`src/verilog/lcs_pkg.sv`:
```
// Constants and types shared by the LIN/UART command sequencer
package lcs_pkg;
	// Register byte offsets
	localparam logic [7:0]  A_CTRL     = 8'h00;
	localparam logic [7:0]  A_STS      = 8'h04;
	localparam logic [7:0]  A_ERR      = 8'h08;
	localparam logic [7:0]  A_LEN      = 8'h0c;
	localparam logic [7:0]  A_ID       = 8'h10;
	localparam logic [7:0]  A_SEL      = 8'h14;
	localparam logic [7:0]  A_DATA     = 8'h18;
	localparam logic [7:0]  A_BAUD     = 8'h1c;
	// Field positions
	localparam int          C_ON       = 3;
	localparam int          C_LEG      = 4;
	localparam int          S_RXD      = 0;
	localparam int          S_TXD      = 1;
	localparam int          S_IDOK     = 2;
	localparam int          E_FRAMING_ERROR_FLAG     = 0;
	localparam int          E_OVR      = 1;
	localparam int          E_ABT      = 2;
	localparam int          E_PAR      = 3;
	localparam int          E_CS       = 4;
	localparam int          E_TMO      = 5;
	localparam int          SEL_AI     = 3;
	// Bus answers
	localparam logic [1:0]  RESP_OK    = 2'h0;
	localparam logic [1:0]  RESP_SLV   = 2'h2;
	// Bit timing: reset divisor gives 19200 baud at 125 MHz
	localparam int          CLK_HZ     = 125000000;
	localparam int          LIN_BAUD   = 19200;
	localparam logic [15:0] BAUD_RST   = 16'(CLK_HZ / LIN_BAUD);
	// Break: 13 dominant bits then one recessive delimiter
	localparam logic [13:0] BRK_FRAME  = 14'h2000;
	localparam logic [3:0]  BRK_LEN    = 4'he;
	localparam logic [3:0]  FRM_LEN    = 4'ha;
	localparam logic [7:0]  SYNC_CHR   = 8'h55;
	localparam logic [5:0]  CLASSIC_ID = 6'h3c;
	localparam logic [7:0]  TMO_MARGIN = 8'h1c;
	localparam logic [3:0]  DBUF_N     = 4'h8;
	localparam int          DBUF_DEPTH = 8;
	// Sequencer states
	typedef enum logic [5:0] {
		ST_OFF  = 6'b000001,
		ST_HDR  = 6'b000010,
		ST_TXH  = 6'b000100,
		ST_RXR  = 6'b001000,
		ST_TXR  = 6'b010000,
		ST_UART = 6'b100000
	} lcs_state_t;
endpackage

```
`src/verilog/lcs_seq.sv`:
```
// LIN/UART command sequencer with AXI4-Lite register access
//
// Decided for this implementation: the register offsets and the AXI4-Lite register port.
`timescale 1ns/1ns
module lcs_seq (
	input  wire logic        clk,
	input  wire logic        rst_n,
	input  wire logic [7:0]  s_awaddr,
	input  wire logic        s_awvalid,
	output logic             s_awready,
	input  wire logic [31:0] s_wdata,
	input  wire logic [3:0]  s_wstrb,
	input  wire logic        s_wvalid,
	output logic             s_wready,
	output logic      [1:0]  s_bresp,
	output logic             s_bvalid,
	input  wire logic        s_bready,
	input  wire logic [7:0]  s_araddr,
	input  wire logic        s_arvalid,
	output logic             s_arready,
	output logic      [31:0] s_rdata,
	output logic      [1:0]  s_rresp,
	output logic             s_rvalid,
	input  wire logic        s_rready,
	input  wire logic        lin_rx,
	output logic             lin_tx
);
	import lcs_pkg::*;

	lcs_state_t  st_q, st_d;
	logic [2:0]  cmd_q, cmd_d, sts_q;
	logic        on_q, leg_q, abt, hold_full_q, ovp_q;
	logic [5:0]  err_q, err_set, err_clr, id_q;
	logic [3:0]  rxl_q, txl_q, sel_q, seq_q, rcnt_q, tcnt_q;
	logic [15:0] baud_q, tbt_q, fdiv_q;
	logic [7:0]  buf_q [DBUF_DEPTH];
	logic [7:0]  cs_q, hold_q, tmo_q, rb, wd, lin_byte, idfull, tmo_lim;
	logic [13:0] tsh_q, tld_v;
	logic [1:0]  hph_q;
	logic [3:0]  tld_n, ntx, nrx, nrsp;
	logic        rdn, rfe, rbrk;

	function automatic logic [7:0] add8c(input logic [7:0] a, input logic [7:0] b);
		logic [8:0] s;
		s = {1'b0, a} + {1'b0, b};
		return s[7:0] + {7'h00, s[8]};
	endfunction

	function automatic logic [1:0] idpar(input logic [5:0] i);
		return {~(i[1] ^ i[3] ^ i[4] ^ i[5]), i[0] ^ i[1] ^ i[2] ^ i[4]};
	endfunction

	function automatic logic [3:0] len13(input logic [1:0] c);
		return (c == 2'h3) ? 4'h8 : (c == 2'h2) ? 4'h4 : 4'h2;
	endfunction

	// Bus decode
	logic wr_go, rd_go, wa_ok, ra_ok, w_ctrl, w_sts, w_err, w_len, w_id;
	logic w_sel, w_baud, w_dat, r_dat;
	assign wr_go     = s_awvalid & s_wvalid & ~s_bvalid;
	assign rd_go     = s_arvalid & ~s_rvalid;
	assign s_awready = wr_go;
	assign s_wready  = wr_go;
	assign s_arready = rd_go;
	assign wd        = s_wdata[7:0];
	assign wa_ok     = (s_awaddr <= A_BAUD) & (s_awaddr[1:0] == 2'h0);
	assign ra_ok     = (s_araddr <= A_BAUD) & (s_araddr[1:0] == 2'h0);
	assign w_ctrl    = wr_go & s_wstrb[0] & (s_awaddr == A_CTRL);
	assign w_sts     = wr_go & s_wstrb[0] & (s_awaddr == A_STS);
	assign w_err     = wr_go & s_wstrb[0] & (s_awaddr == A_ERR);
	assign w_len     = wr_go & s_wstrb[0] & (s_awaddr == A_LEN);
	assign w_id      = wr_go & s_wstrb[0] & (s_awaddr == A_ID);
	assign w_sel     = wr_go & s_wstrb[0] & (s_awaddr == A_SEL);
	assign w_baud    = wr_go & (s_awaddr == A_BAUD);
	assign w_dat     = wr_go & s_wstrb[0] & (s_awaddr == A_DATA);
	assign r_dat     = rd_go & (s_araddr == A_DATA);

	// Mode and status decode
	logic uart_m, lin_m, rsp_st, run_st, tbusy, tx_last, uart_ld, lin_ld, tx_need;
	logic txh_done, rsp_done, err_stop, cs_bad, tmo_hit, rsp_framing_error_flag, hdr_id;
	logic enh, uart_rx, uart_txe;
	assign uart_m   = (st_q == ST_UART);
	assign lin_m    = (st_q != ST_OFF) & ~uart_m;
	assign rsp_st   = (st_q == ST_RXR) | (st_q == ST_TXR);
	assign run_st   = rsp_st | (st_q == ST_TXH);
	assign idfull   = {idpar(id_q), id_q};
	assign ntx      = (txl_q > DBUF_N) ? DBUF_N : txl_q;
	assign nrx      = (rxl_q > DBUF_N) ? DBUF_N : rxl_q;
	assign nrsp     = (st_q == ST_TXR) ? ntx : nrx;
	assign tbusy    = (tcnt_q != 4'h0);
	assign tx_last  = tbusy & (tbt_q == 16'h0000) & (tcnt_q == 4'h1);
	assign uart_rx  = uart_m & cmd_q[1] & rdn;
	assign uart_txe = uart_m & tx_last;

	// Checksum seed: enhanced includes identifier except for ids 60..63 or when C_LEG is set
	assign enh = ~leg_q & (id_q < CLASSIC_ID);

	// Transmit loading: header fields, response bytes, or a UART character
	assign tx_need  = ~tbusy & (((st_q == ST_TXH) & (seq_q < 4'h3))
		| ((st_q == ST_TXR) & (seq_q <= ntx)));
	assign lin_ld   = tx_need;
	assign uart_ld  = w_dat & uart_m & cmd_q[0] & ~tbusy;
	assign lin_byte = (st_q == ST_TXH) ? ((seq_q == 4'h1) ? SYNC_CHR : idfull)
		: (seq_q < ntx) ? buf_q[seq_q[2:0]] : ~cs_q;
	assign tld_v    = uart_ld ? {4'h0, 1'b1, wd, 1'b0}
		: ((st_q == ST_TXH) & (seq_q == 4'h0)) ? BRK_FRAME
		: {4'h0, 1'b1, lin_byte, 1'b0};
	assign tld_n    = (~uart_ld & (st_q == ST_TXH) & (seq_q == 4'h0)) ? BRK_LEN : FRM_LEN;

	// Completion and error terms of the running function
	assign txh_done = (st_q == ST_TXH) & (seq_q == 4'h3) & ~tbusy;
	assign rsp_done = ((st_q == ST_TXR) & (seq_q == ntx + 4'h1) & ~tbusy)
		| ((st_q == ST_RXR) & rdn & ~rbrk & ~rfe & (rcnt_q == nrx) & ~cs_bad);
	assign rsp_framing_error_flag = (st_q == ST_RXR) & rdn & ~rbrk & rfe;
	assign cs_bad   = (st_q == ST_RXR) & rdn & ~rbrk & ~rfe & (rcnt_q == nrx)
		& (add8c(cs_q, rb) != 8'hff);
	assign tmo_lim  = {nrsp, 4'h0} + TMO_MARGIN;
	assign tmo_hit  = rsp_st & (tmo_q > tmo_lim);
	assign err_stop = rsp_framing_error_flag | cs_bad | tmo_hit;
	assign hdr_id   = lin_m & (hph_q == 2'h2) & rdn & ~rbrk;

	// Command decode and state selection
	always_comb
	begin
		st_d  = st_q;
		cmd_d = cmd_q;
		abt   = 1'b0;
		if (w_ctrl)
		begin
			cmd_d = wd[2:0];
			if (!wd[C_ON])
				st_d = ST_OFF;
			else if (wd[2])
				st_d = ST_UART;
			else
			begin
				case (wd[1:0])
					2'h0:
					begin
						st_d = ST_HDR;
						abt  = run_st;
					end
					2'h1: st_d = ST_TXH;
					2'h2: st_d = ST_RXR;
					2'h3: st_d = ST_TXR;
					default: st_d = ST_HDR;
				endcase
			end
		end
		else if (txh_done | rsp_done | err_stop)
		begin
			cmd_d = 3'h0;
			st_d  = ST_HDR;
		end
	end

	// Flag set terms; set wins over clear
	assign err_set = {tmo_hit, cs_bad,
		hdr_id & (rb[7:6] != idpar(rb[5:0])), abt,
		r_dat & uart_m & ovp_q, rdn & rfe & (st_q != ST_OFF)};
	assign err_clr = w_err ? wd[5:0] : 6'h00;

	// Bus answer registers
	always_ff @(posedge clk or negedge rst_n)
	begin
		if (!rst_n)
		begin
			s_bvalid <= 1'b0;
			s_bresp  <= RESP_OK;
			s_rvalid <= 1'b0;
			s_rresp  <= RESP_OK;
			s_rdata  <= 32'h0000_0000;
		end
		else
		begin
			if (wr_go)
			begin
				s_bvalid <= 1'b1;
				s_bresp  <= wa_ok ? RESP_OK : RESP_SLV;
			end
			else if (s_bready)
				s_bvalid <= 1'b0;
			if (rd_go)
			begin
				s_rvalid <= 1'b1;
				s_rresp  <= ra_ok ? RESP_OK : RESP_SLV;
				s_rdata  <= 32'h0000_0000;
				case (s_araddr)
					A_CTRL: s_rdata[7:0] <= {3'h0, leg_q, on_q, cmd_q};
					A_STS:  s_rdata[7:0] <= {4'h0, err_q != 6'h00, sts_q};
					A_ERR:  s_rdata[7:0] <= {2'h0, err_q};
					A_LEN:  s_rdata[7:0] <= {txl_q, rxl_q};
					A_ID:   s_rdata[7:0] <= idfull;
					A_SEL:  s_rdata[7:0] <= {4'h0, sel_q};
					A_DATA: s_rdata[7:0] <= uart_m ? hold_q : buf_q[sel_q[2:0]];
					A_BAUD: s_rdata[15:0] <= baud_q;
					default: s_rdata <= 32'h0000_0000;
				endcase
			end
			else if (s_rready)
				s_rvalid <= 1'b0;
		end
	end

	// Control, length, identifier and flag registers
	always_ff @(posedge clk or negedge rst_n)
	begin
		if (!rst_n)
		begin
			st_q   <= ST_OFF;
			cmd_q  <= 3'h0;
			on_q   <= 1'b0;
			leg_q  <= 1'b0;
			sts_q  <= 3'h0;
			err_q  <= 6'h00;
			rxl_q  <= 4'h0;
			txl_q  <= 4'h0;
			id_q   <= 6'h00;
			sel_q  <= 4'h0;
			baud_q <= BAUD_RST;
		end
		else
		begin
			st_q  <= st_d;
			cmd_q <= cmd_d;
			err_q <= (err_q & ~err_clr) | err_set;
			sts_q[S_RXD]  <= (sts_q[S_RXD] & ~(w_sts & wd[S_RXD]) & ~(r_dat & uart_m))
				| uart_rx | (rsp_done & (st_q == ST_RXR));
			sts_q[S_TXD]  <= (sts_q[S_TXD] & ~(w_sts & wd[S_TXD]) & ~uart_ld)
				| uart_txe | (rsp_done & (st_q == ST_TXR));
			sts_q[S_IDOK] <= (sts_q[S_IDOK] & ~(w_sts & wd[S_IDOK])) | hdr_id | txh_done;
			if (w_ctrl)
			begin
				on_q  <= wd[C_ON];
				leg_q <= wd[C_LEG];
			end
			if (w_id)
				id_q <= wd[5:0];
			if (hdr_id)
				id_q <= rb[5:0];
			if (w_len)
			begin
				rxl_q <= wd[3:0];
				txl_q <= wd[7:4];
			end
			if (leg_q & (hdr_id | txh_done))
			begin
				rxl_q <= len13(hdr_id ? rb[5:4] : id_q[5:4]);
				txl_q <= len13(hdr_id ? rb[5:4] : id_q[5:4]);
			end
			if (w_sel)
				sel_q <= wd[3:0];
			else if ((w_dat | r_dat) & lin_m & sel_q[SEL_AI])
				sel_q[2:0] <= sel_q[2:0] + 3'h1;
			if (w_baud & s_wstrb[0])
				baud_q[7:0] <= wd;
			if (w_baud & s_wstrb[1])
				baud_q[15:8] <= s_wdata[15:8];
		end
	end

	// Transmit shifter; any stop returns the line to recessive
	always_ff @(posedge clk or negedge rst_n)
	begin
		if (!rst_n)
		begin
			tsh_q  <= 14'h0000;
			tcnt_q <= 4'h0;
			tbt_q  <= 16'h0000;
			lin_tx <= 1'b1;
		end
		else if ((st_d == ST_OFF) | abt | err_stop)
		begin
			tcnt_q <= 4'h0;
			lin_tx <= 1'b1;
		end
		else if (uart_ld | lin_ld)
		begin
			tsh_q  <= tld_v;
			tcnt_q <= tld_n;
			tbt_q  <= baud_q - 16'h0001;
			lin_tx <= tld_v[0];
		end
		else if (tbusy & (tbt_q == 16'h0000))
		begin
			tsh_q  <= {1'b1, tsh_q[13:1]};
			tcnt_q <= tcnt_q - 4'h1;
			tbt_q  <= baud_q - 16'h0001;
			lin_tx <= (tcnt_q == 4'h1) ? 1'b1 : tsh_q[1];
		end
		else if (tbusy)
			tbt_q <= tbt_q - 16'h0001;
	end

	// Header capture, response counters, checksum and frame timeout
	always_ff @(posedge clk or negedge rst_n)
	begin
		if (!rst_n)
		begin
			hph_q  <= 2'h0;
			seq_q  <= 4'h0;
			rcnt_q <= 4'h0;
			cs_q   <= 8'h00;
			fdiv_q <= 16'h0000;
			tmo_q  <= 8'h00;
		end
		else
		begin
			if (!lin_m | (rbrk & rdn))
				hph_q <= {1'b0, lin_m};
			else if (rdn)
				hph_q <= ((hph_q == 2'h1) & (rb == SYNC_CHR) & ~rfe) ? 2'h2 : 2'h0;
			if (w_ctrl)
			begin
				seq_q  <= 4'h0;
				rcnt_q <= 4'h0;
				fdiv_q <= 16'h0000;
				tmo_q  <= 8'h00;
				cs_q   <= enh ? idfull : 8'h00;
			end
			else
			begin
				if (lin_ld)
					seq_q <= seq_q + 4'h1;
				if (lin_ld & (st_q == ST_TXR) & (seq_q < ntx))
					cs_q <= add8c(cs_q, lin_byte);
				if ((st_q == ST_RXR) & rdn & ~rbrk & ~rfe & (rcnt_q < nrx))
				begin
					rcnt_q <= rcnt_q + 4'h1;
					cs_q   <= add8c(cs_q, rb);
				end
				fdiv_q <= (fdiv_q >= baud_q) ? 16'h0000 : fdiv_q + 16'h0001;
				if (rsp_st & (fdiv_q >= baud_q))
					tmo_q <= tmo_q + 8'h01;
			end
		end
	end

	// Response buffer and UART holding stage
	always_ff @(posedge clk or negedge rst_n)
	begin
		if (!rst_n)
		begin
			for (int i = 0; i < DBUF_DEPTH; i++)
				buf_q[i] <= 8'h00;
			hold_q      <= 8'h00;
			hold_full_q <= 1'b0;
			ovp_q       <= 1'b0;
		end
		else
		begin
			if ((st_q == ST_RXR) & rdn & ~rbrk & ~rfe & (rcnt_q < nrx))
				buf_q[rcnt_q[2:0]] <= rb;
			else if (w_dat & lin_m)
				buf_q[sel_q[2:0]] <= wd;
			if (r_dat & uart_m)
			begin
				hold_full_q <= 1'b0;
				ovp_q       <= 1'b0;
			end
			if (uart_rx)
			begin
				hold_q      <= rb;
				hold_full_q <= 1'b1;
				ovp_q       <= hold_full_q & ~r_dat;
			end
		end
	end

	lcs_rxb lcs_rxb_i (
		.clk     (clk),
		.rst_n   (rst_n),
		.rx_pin  (lin_rx),
		.en      (st_q != ST_OFF),
		.bit_cyc (baud_q),
		.byte_q  (rb),
		.done_q  (rdn),
		.fe_q    (rfe),
		.brk_q   (rbrk)
	);
endmodule

```
`src/verilog/lcs_rxb.sv`:
```
// Serial byte receiver with input synchroniser and break detection
`timescale 1ns/1ns
module lcs_rxb (
	input  wire logic        clk,
	input  wire logic        rst_n,
	input  wire logic        rx_pin,
	input  wire logic        en,
	input  wire logic [15:0] bit_cyc,
	output logic      [7:0]  byte_q,
	output logic             done_q,
	output logic             fe_q,
	output logic             brk_q
);
	logic        s1_q, s2_q, s3_q, lvl_q, lvp_q, act_q;
	logic [3:0]  bc_q;
	logic [15:0] tm_q;
	logic [8:0]  sh_q;
	logic        fall;

	assign fall = lvp_q & ~lvl_q;

	// Three-stage synchroniser; level moves once stages two and three agree
	always_ff @(posedge clk or negedge rst_n)
	begin
		if (!rst_n)
		begin
			s1_q  <= 1'b1;
			s2_q  <= 1'b1;
			s3_q  <= 1'b1;
			lvl_q <= 1'b1;
			lvp_q <= 1'b1;
		end
		else
		begin
			s1_q  <= rx_pin;
			s2_q  <= s1_q;
			s3_q  <= s2_q;
			lvl_q <= (s2_q == s3_q) ? s3_q : lvl_q;
			lvp_q <= lvl_q;
		end
	end

	// Start, eight data bits LSB first, stop; sampled at mid-bit
	always_ff @(posedge clk or negedge rst_n)
	begin
		if (!rst_n)
		begin
			act_q  <= 1'b0;
			bc_q   <= 4'h0;
			tm_q   <= 16'h0000;
			sh_q   <= 9'h000;
			byte_q <= 8'h00;
			done_q <= 1'b0;
			fe_q   <= 1'b0;
			brk_q  <= 1'b0;
		end
		else
		begin
			done_q <= 1'b0;
			if (!en)
				act_q <= 1'b0;
			else if (!act_q)
			begin
				if (fall)
				begin
					act_q <= 1'b1;
					bc_q  <= 4'h0;
					tm_q  <= {1'b0, bit_cyc[15:1]};
				end
			end
			else if (tm_q != 16'h0000)
				tm_q <= tm_q - 16'h0001;
			else
			begin
				tm_q <= bit_cyc - 16'h0001;
				bc_q <= bc_q + 4'h1;
				sh_q <= {lvl_q, sh_q[8:1]};
				if (bc_q == 4'h0 && lvl_q)
					act_q <= 1'b0; // False start
				if (bc_q == 4'h9)
				begin
					act_q  <= 1'b0;
					byte_q <= sh_q[8:1];
					fe_q   <= ~lvl_q;
					brk_q  <= ~lvl_q & (sh_q[8:1] == 8'h00);
					done_q <= 1'b1;
				end
			end
		end
	end
endmodule

```
`config.mk`:
```
export PLATFORM = sky130hd
export DESIGN_NAME = lcs_seq
export DESIGN_NICKNAME = d
export VERILOG_FILES = /design/src/verilog/lcs_pkg.sv /design/src/verilog/lcs_seq.sv /design/src/verilog/lcs_rxb.sv
export SDC_FILE = /design/constraint.sdc
export NUM_CORES = 1
export LEC_CHECK = 0
export BUFFER_PORTS_ARGS = -buffer_cell sky130_fd_sc_hd__buf_4
export CAP_MARGIN = 5
export CELL_PAD_IN_SITES_DETAIL_PLACEMENT = 0
export CELL_PAD_IN_SITES_GLOBAL_PLACEMENT = 2
export CORE_MARGIN = 4
export CORE_UTILIZATION = 35
export DETAILED_ROUTE_END_ITERATION = 12
export GPL_TIMING_DRIVEN = 1
export PLACE_DENSITY_LB_ADDON = 0.1
export SLEW_MARGIN = 30
export SYNTH_ARGS = -nofsm -noshare
export SYNTH_HDL_FRONTEND = slang
export SYNTH_SLANG_ARGS = --single-unit
```
`constraint.sdc`:
```
create_clock -name clk -period 5.4 [get_ports clk]
set_input_delay 0.81 -clock clk [delete_from_list [all_inputs] [get_ports clk]]
set_output_delay 0.81 -clock clk [all_outputs]
set_load 0.01 [all_outputs]
```
==> flow_summary.toml, run 1 <==
[worst_setup_path]
cp.required_ps = 5870
path_class = "reg2reg"
crit_chain = "nor2b_2 -> inv_1 -> ha_1 -> nor2b_1 -> o211ai_1 -> nand2_2 -> a211oi_4 -> a21oi_1 -> o22a_1 -> ha_1 -> fa_1 -> a21o_1 -> a21oi_2 -> o21ai_0 -> a21oi_1 -> o21bai_1 -> ha_1 -> and3_1 -> and3_1 -> and4_1 -> or3_1 -> a31oi_2 -> o21ai_1 -> a21oi_1"
cp-startpoint = "txl_q[3]"
reg2reg_depth = 24
worstReg2RegStart = "txl_q[3]"
rr_endpoint = "cs_q[7]"
cp_top_family = "compound AO/OA/AOI/OAI gates"
path_buf_inv = 1
slowest_delay_ps = 420
critPathSlowestCell = "fa_1"
cp.depth = 24
critPathCaptureType = "flop"
r2r_setup_slack_ps = 350
cp_max_fo = 3
critPathLaunchType = "flop"
arrival_ps = 5520
crit_end = "cs_q[7]"

[logic_synthesis]
synth-xor-area-share_pct = 4.04
synth_compound_area_share_pct = 19.6
synth_common_cells = "nand2_1 (360), dfrtp_1 (254), nor2_1 (154)"
synth_top_area_share_pct = 37.7
synth_top_family_by_area = "simple AND/OR/NAND/NOR gates"
synthAdderAreaFrac_pct = 5.42
ys.flop_type = "dfrtp_1"
avgSynthCellArea_um2 = 8.85
synth-edff-count = 0
synth-async-reset-ratio_pct = 100
synthTopCellsByArea = "dfrtp_1 (38%), nand2_1 (8.0%), ha_1 (5.1%), a22oi_1 (3.7%), o21ai_0 (3.6%)"
synthCells = 1905
synth.cell_area_um2 = 16900
yosys_warnings = 0
synth_cell_type_count = 89
synthSimpleGateAreaFrac_pct = 20.8
synthMuxAreaShare_pct = 5.69
synth_top_cell_by_area = "dfrtp_1"
yosysSeqAreaShare_pct = 40.0
ys_ff_latch = 269
synth_most_common_cell = "nand2_1"

[grt]
overflow = 0
grt_pass1_wl_um = 94000
grt_max_degree = 101
first_global_vias = 14700
antenna_found_initial = 1
grt.total_usage_pct = 23.9

[sta]
drv_slew = 0
skew_ps = 23.3
setup_violations = 0
rsz0062_at_grt = "false"
fin_crit_sh_pct = 93.5
finalHoldViolations = 0
fmax_mhz = 198
fin_ws_ps = 350
setup_tns_ps = 0
relSlewSlack_pct = 30.7
worstMarginPinSlew_ps = 1040
finalCriticalPeriod_ps = 5050

[min_path]
worstHoldPathType = "in2async"

[floorplan]
core_um2 = 47600
num_rows = 80
die_y_um = 227
start_util_pct = 35.4
fp.dieArea_um2 = 51700
die_w_um = 227
io_pins = 102

[cells_and_area]
register_area_um2 = 6750
final_util_pct = 41.0
multi_input_area_um2 = 9480
fillers = 4780
synthToLayoutAreaGrowth_pct = 16.0
layout.nets = 2124
fin_cells = 2636
diodes = 0
post_route_cells_drive_above_1_share_pct = 14.7

[job]
maxCapViolations = 0

[power_and_ir_drop]
power_mw = 5.73
p_per_area_nw_per_um2 = 293
vdd_drop_max_uv = 237
leakage_nw = 8.83

[detailed_routing]
via_per_inst = 5.62
ant_nets = 0
initialDrtViolationCount = 1386
wl_per_cell_um = 23.3
dr.pass1.iters = 6
num_vias = 14800
drc = 0
routed_wl_um = 61500

[placement]
post-place-ws_ps = 134
dp_cells = 2570
dp_hpwl_um = 45100
port_buffers = 65
gp_congestion = 0.856

[cts]
cts_setup_buffers = 0
cts_tree = "built"
cts_max_path_buffers = 3
cts_hold_buf = 0
clk_latency_ps = 550
clkSinkCount = 269
clk_pin_slew_worst_paths_ps = 60
cts_root_buffer = "clkbuf_16"
cts.htree.levels = 2
cts_inserted_buffers = 36

[outcome]
status = "completed"
==> how the worst min path moves through the flow <==
stage	from	to	slack, ps	cells after the start
6_report	rst_n	tsh_q[13]	280	1
2_1_floorplan	lcs_rxb_i.s1_q	lcs_rxb_i.s2_q	350	0
3_5_place_dp	lcs_rxb_i.s1_q	lcs_rxb_i.s2_q	350	0
5_1_grt	rst_n	tsh_q[12]	340	1
4_1_cts	rst_n	tsh_q[13]	320	1
3_3_place_gp	lcs_rxb_i.s1_q	lcs_rxb_i.s2_q	350	0
==> sequential cells by signal, indices dropped and copies added, names as in the netlist, 6 cells and up <==
| register | flops |
|---|---|
| baud_q | 16 |
| buf_q | 64 |
| cs_q | 8 |
| err_q | 6 |
| fdiv_q | 16 |
| hold_q | 8 |
| id_q | 6 |
| lcs_rxb_i.byte_q | 8 |
| lcs_rxb_i.sh_q | 8 |
| lcs_rxb_i.tm_q | 16 |
| s_rdata | 16 |
| st_q | 6 |
| tbt_q | 16 |
| tmo_q | 8 |
| tsh_q | 13 |
==> power breakdown <==
group | total [mW] | leakage, nW | switching, mW | internal [mW]
combinational | 0.843 | 4.84 | 0.482 | 0.362
clock | 2.53 | 0.628 | 0.973 | 1.56
sequential | 2.36 | 3.36 | 0.178 | 2.18
==> what timing repair did <==
item                                    4_1_cts  5_1_grt
endpoints found under the setup margin        0        4
gates resized for setup                       0        7
hold endpoints to repair                      0        0
==> metal layers <==
metal | GRT usage [%] | share of wire, % | up-vias
met5 | 0 | 0 | -
met4 | 6.62 | 2.5 | 0
met3 | 2.89 | 5.2 | 76
met2 | 36.6 | 44 | 435
met1 | 35.7 | 48 | 7305
li1 | - | - | 6994
==> cell type report <==
| cell class | instances | area share [%] |
|---|---|---|
| flip-flops and latches | 269 | 34.5 |
| inverters | 57 | 1.09 |
| multi-input cells | 1489 | 48.5 |
| repair buffers | 140 | 5.54 |
| clock inverters | 17 | 1.00 |
| clock buffers | 49 | 5.38 |
| well taps | 615 | 3.94 |
==> cell usage in the layout (no fill, tap or decap), types with 13 or more instances in the layout <==
| cell | n |
|---|---|
| nand2_1 | 359 |
| dfrtp_1 | 254 |
| nor2_1 | 152 |
| buf_4 | 137 |
| o21ai_0 | 122 |
| a21oi_1 | 103 |
| a22oi_1 | 82 |
| ha_1 | 69 |
| inv_1 | 56 |
| xnor2_1 | 47 |
| nand3_1 | 44 |
| nor3_1 | 43 |
| clkbuf_16 | 38 |
| mux2i_1 | 35 |
| xor2_1 | 28 |
| nor2b_1 | 24 |
| and3_1 | 23 |
| a21o_1 | 21 |
| mux4_2 | 20 |
| conb_1 | 18 |
| nand2b_1 | 16 |
| nand4_1 | 16 |
| a31oi_1 | 15 |
| dfstp_2 | 15 |
| mux2_2 | 14 |
| or3_1 | 14 |
| a211oi_1 | 13 |
==> stage by stage <==
stage	cell area (um2)	hold slack, ps
floorplan	16900	345
global placement	18300	351
detailed placement	18300	347
CTS	19500	319
global route	19600	338
finish	19600	280
==> logic make-up after synthesis <==
| kind of cell | Yosys count |
|---|---|
| DFF | 269 |
| buffers and inverters | 164 |
| muxes | 69 |
| xor gates and xnor gates | 76 |
| other | 1 |
| adders and majority gates | 72 |
| AOI/OAI and AO/OA | 490 |
| and+or+nand+nor | 764 |
(Power assumes the default switching activity.)
==> run 2, diff against run 1 <==
--- a/config.mk
+++ b/config.mk
@@ -5,15 +5,18 @@
 export SDC_FILE = /design/constraint.sdc
 export NUM_CORES = 1
 export LEC_CHECK = 0
+export ABC_AREA = 1
 export BUFFER_PORTS_ARGS = -buffer_cell sky130_fd_sc_hd__buf_4
 export CAP_MARGIN = 5
 export CELL_PAD_IN_SITES_DETAIL_PLACEMENT = 0
 export CELL_PAD_IN_SITES_GLOBAL_PLACEMENT = 2
 export CORE_MARGIN = 4
-export CORE_UTILIZATION = 35
+export CORE_UTILIZATION = 34
+export CTS_BUF_LIST = sky130_fd_sc_hd__clkbuf_2 sky130_fd_sc_hd__clkbuf_4 sky130_fd_sc_hd__clkbuf_8
 export DETAILED_ROUTE_END_ITERATION = 12
 export GPL_TIMING_DRIVEN = 1
 export PLACE_DENSITY_LB_ADDON = 0.1
+export SETUP_SLACK_MARGIN = 0.4
 export SLEW_MARGIN = 30
 export SYNTH_ARGS = -nofsm -noshare
 export SYNTH_HDL_FRONTEND = slang
==> flow_summary.toml, run 2 <==
[logic_synthesis]
synthCells = 2277
synth-async-reset-ratio_pct = 100
synth-edff-count = 0
synth.cell_area_um2 = 17400
avgSynthCellArea_um2 = 7.66
ys.flop_type = "dfrtp_1"
yosys_warnings = 0
synthTopCellsByArea = "dfrtp_1 (36%), nand2_1 (9.5%), inv_1 (6.5%), ha_1 (5.0%), nor2_1 (4.5%)"
synth_most_common_cell = "nand2_1"
synth_common_cells = "nand2_1 (439), inv_1 (304), dfrtp_1 (254)"
synth_top_area_share_pct = 36.5
yosysSeqAreaShare_pct = 38.7
synth_cell_type_count = 60
ys_ff_latch = 269
synth_top_cell_by_area = "dfrtp_1"

[worst_setup_path]
cp_max_fo = 12
critPathSlowestCell = "dfrtp_2"
cp_top_family = "compound AO/OA/AOI/OAI gates"
path_buf_inv = 4
critPathCaptureType = "flop"
critPathLaunchType = "flop"
cp.required_ps = 5920
path_class = "reg2reg"
slowest_delay_ps = 450
arrival_ps = 5260

[sta]
setup_tns_ps = 0
finalCriticalPeriod_ps = 4750
worstMarginPinSlew_ps = 1010
fin_ws_ps = 655
relSlewSlack_pct = 30.8
drv_slew = 0
setup_violations = 0
finalHoldViolations = 0
fmax_mhz = 211
hold_ws_ps = 60.3
skew_ps = 31.2
rsz0062_at_grt = "true"
fin_crit_sh_pct = 87.9

[cells_and_area]
diodes = 0
top_register = "buf_q"
layout_common_cells = "nand2_1 (439), inv_1 (303), dfrtp_1 (253)"
synthToLayoutAreaGrowth_pct = 15.2
register_area_um2 = 6750
final_common_cell = "nand2_1"
multi_input_area_um2 = 9210
layout.nets = 2506
post_route_cells_drive_above_1_share_pct = 12.1
largest_reg_flops = 64
fillers = 5315

[cts]
clk_latency_ps = 660
cts_max_path_buffers = 3
cts.htree.levels = 2
cts_root_buffer = "clkbuf_8"
cts_tree = "built"
clk_pin_slew_worst_paths_ps = 60
clkSinkCount = 269
cts_hold_buf = 0
cts_inserted_buffers = 54

[grt]
grt_max_degree = 162
grt_pass1_wl_um = 106000
first_global_vias = 16300
grt.total_usage_pct = 25.7
overflow = 0
antenna_found_initial = 0

[floorplan]
die_y_um = 234
io_pins = 102
die_w_um = 234
start_util_pct = 34.6
num_rows = 82
core_um2 = 50400
fp.dieArea_um2 = 55000

[min_path]
worstHoldPathType = "in2async"

[detailed_routing]
num_vias = 17000
wl_per_cell_um = 23.1
drc = 0
ant_nets = 0
initialDrtViolationCount = 1487
routed_wl_um = 71400
via_per_inst = 5.51
dr.pass1.iters = 5

[power_and_ir_drop]
vdd_drop_max_uv = 171
leakage_nw = 9.54
power_mw = 5.27
p_per_area_nw_per_um2 = 263

[placement]
dp_hpwl_um = 52800
gp_congestion = 0.972
post-place-ws_ps = 329
port_buffers = 65

[outcome]
status = "completed"

[job]
maxCapViolations = 0
-- run 2: cell count changes in the layout (fill, tap and decap cells not counted), moves of 26 or more --
cell	previous run	this run
nand2_1	359	439
nand3_1	44	150
buf_4	137	104
xnor2_1	47	21
nor2_1	152	204
clkbuf_8	6	73
nand4_1	16	72
mux2i_1	35	4
clkbuf_16	38	0
o22ai_1	7	43
o211ai_1	8	51
inv_1	56	303
a22oi_1	82	8
-- run 2: cell type report --
class,instances,share of cell area [%]
clock inverter,4,0.143
timing repair buffer,109,4.36
inverter,318,5.96
tap,672,4.19
clock buffer,96,5.86
multi-input combinational,1623,45.9
sequential,269,33.6
-- run 2: repair_timing --
| action | in CTS | in global routing |
|---|---|---|
| setup buffers | 0 | 2 |
| pin swaps | 0 | 5 |
| setup endpoints to repair | 1 | 25 |
| gates cloned | 0 | 1 |
| resized for setup | 1 | 16 |
-- run 2: worst paths after layout --
path,end,slack (ps),cells past startpoint,start
worst min register to register,lcs_rxb_i.s2_q,350,0,lcs_rxb_i.s1_q
max in group asynchronous,baud_q[15],4060,3,rst_n
min in group clk,lcs_rxb_i.s1_q,260,1,lin_rx
worst max register to register,cs_q[4],650,28,txl_q[3]
worst min-delay path,cs_q[6],60,1,rst_n
worst max-delay path,cs_q[4],650,28,txl_q[3]
-- run 2: report_power, final --
group,switching (mW),total (mW),internal (mW)
clock network,1.00,2.36,1.36
logic,0.423,0.670,0.247
registers,0.113,2.24,2.13
-- run 2: stage by stage --
step | instances | utilization, % | area [um2]
floorplan | 2294 | - | 17500
global placement | 2987 | 37.2 | 18700
detailed placement | 2987 | 37.2 | 18700
CTS | 3087 | 39.6 | 20000
global route | 3091 | 39.9 | 20100
finish | 3091 | 39.9 | 20100
-- run 2: cells by family after synthesis --
family | count (synthesis) | synth area share, %
compound gates | 492 | 17.8
xor+xnor | 67 | 3.37
flops | 269 | 38.7
simple gates | 953 | 24.2
fa+ha+maj | 72 | 5.24
buf+inv | 403 | 9.35
mux | 20 | 1.26
other cells | 1 | 0.0215
-- run 2: layer usage --
layer | global-route usage, % | up-vias | part of all wire [%]
met5 | 0 | - | 0
met3 | 4.24 | 110 | 6.8
met2 | 38.6 | 588 | 43
met1 | 38.8 | 8364 | 48
met4 | 6.16 | 0 | 2.2
li1 | - | 7973 | -
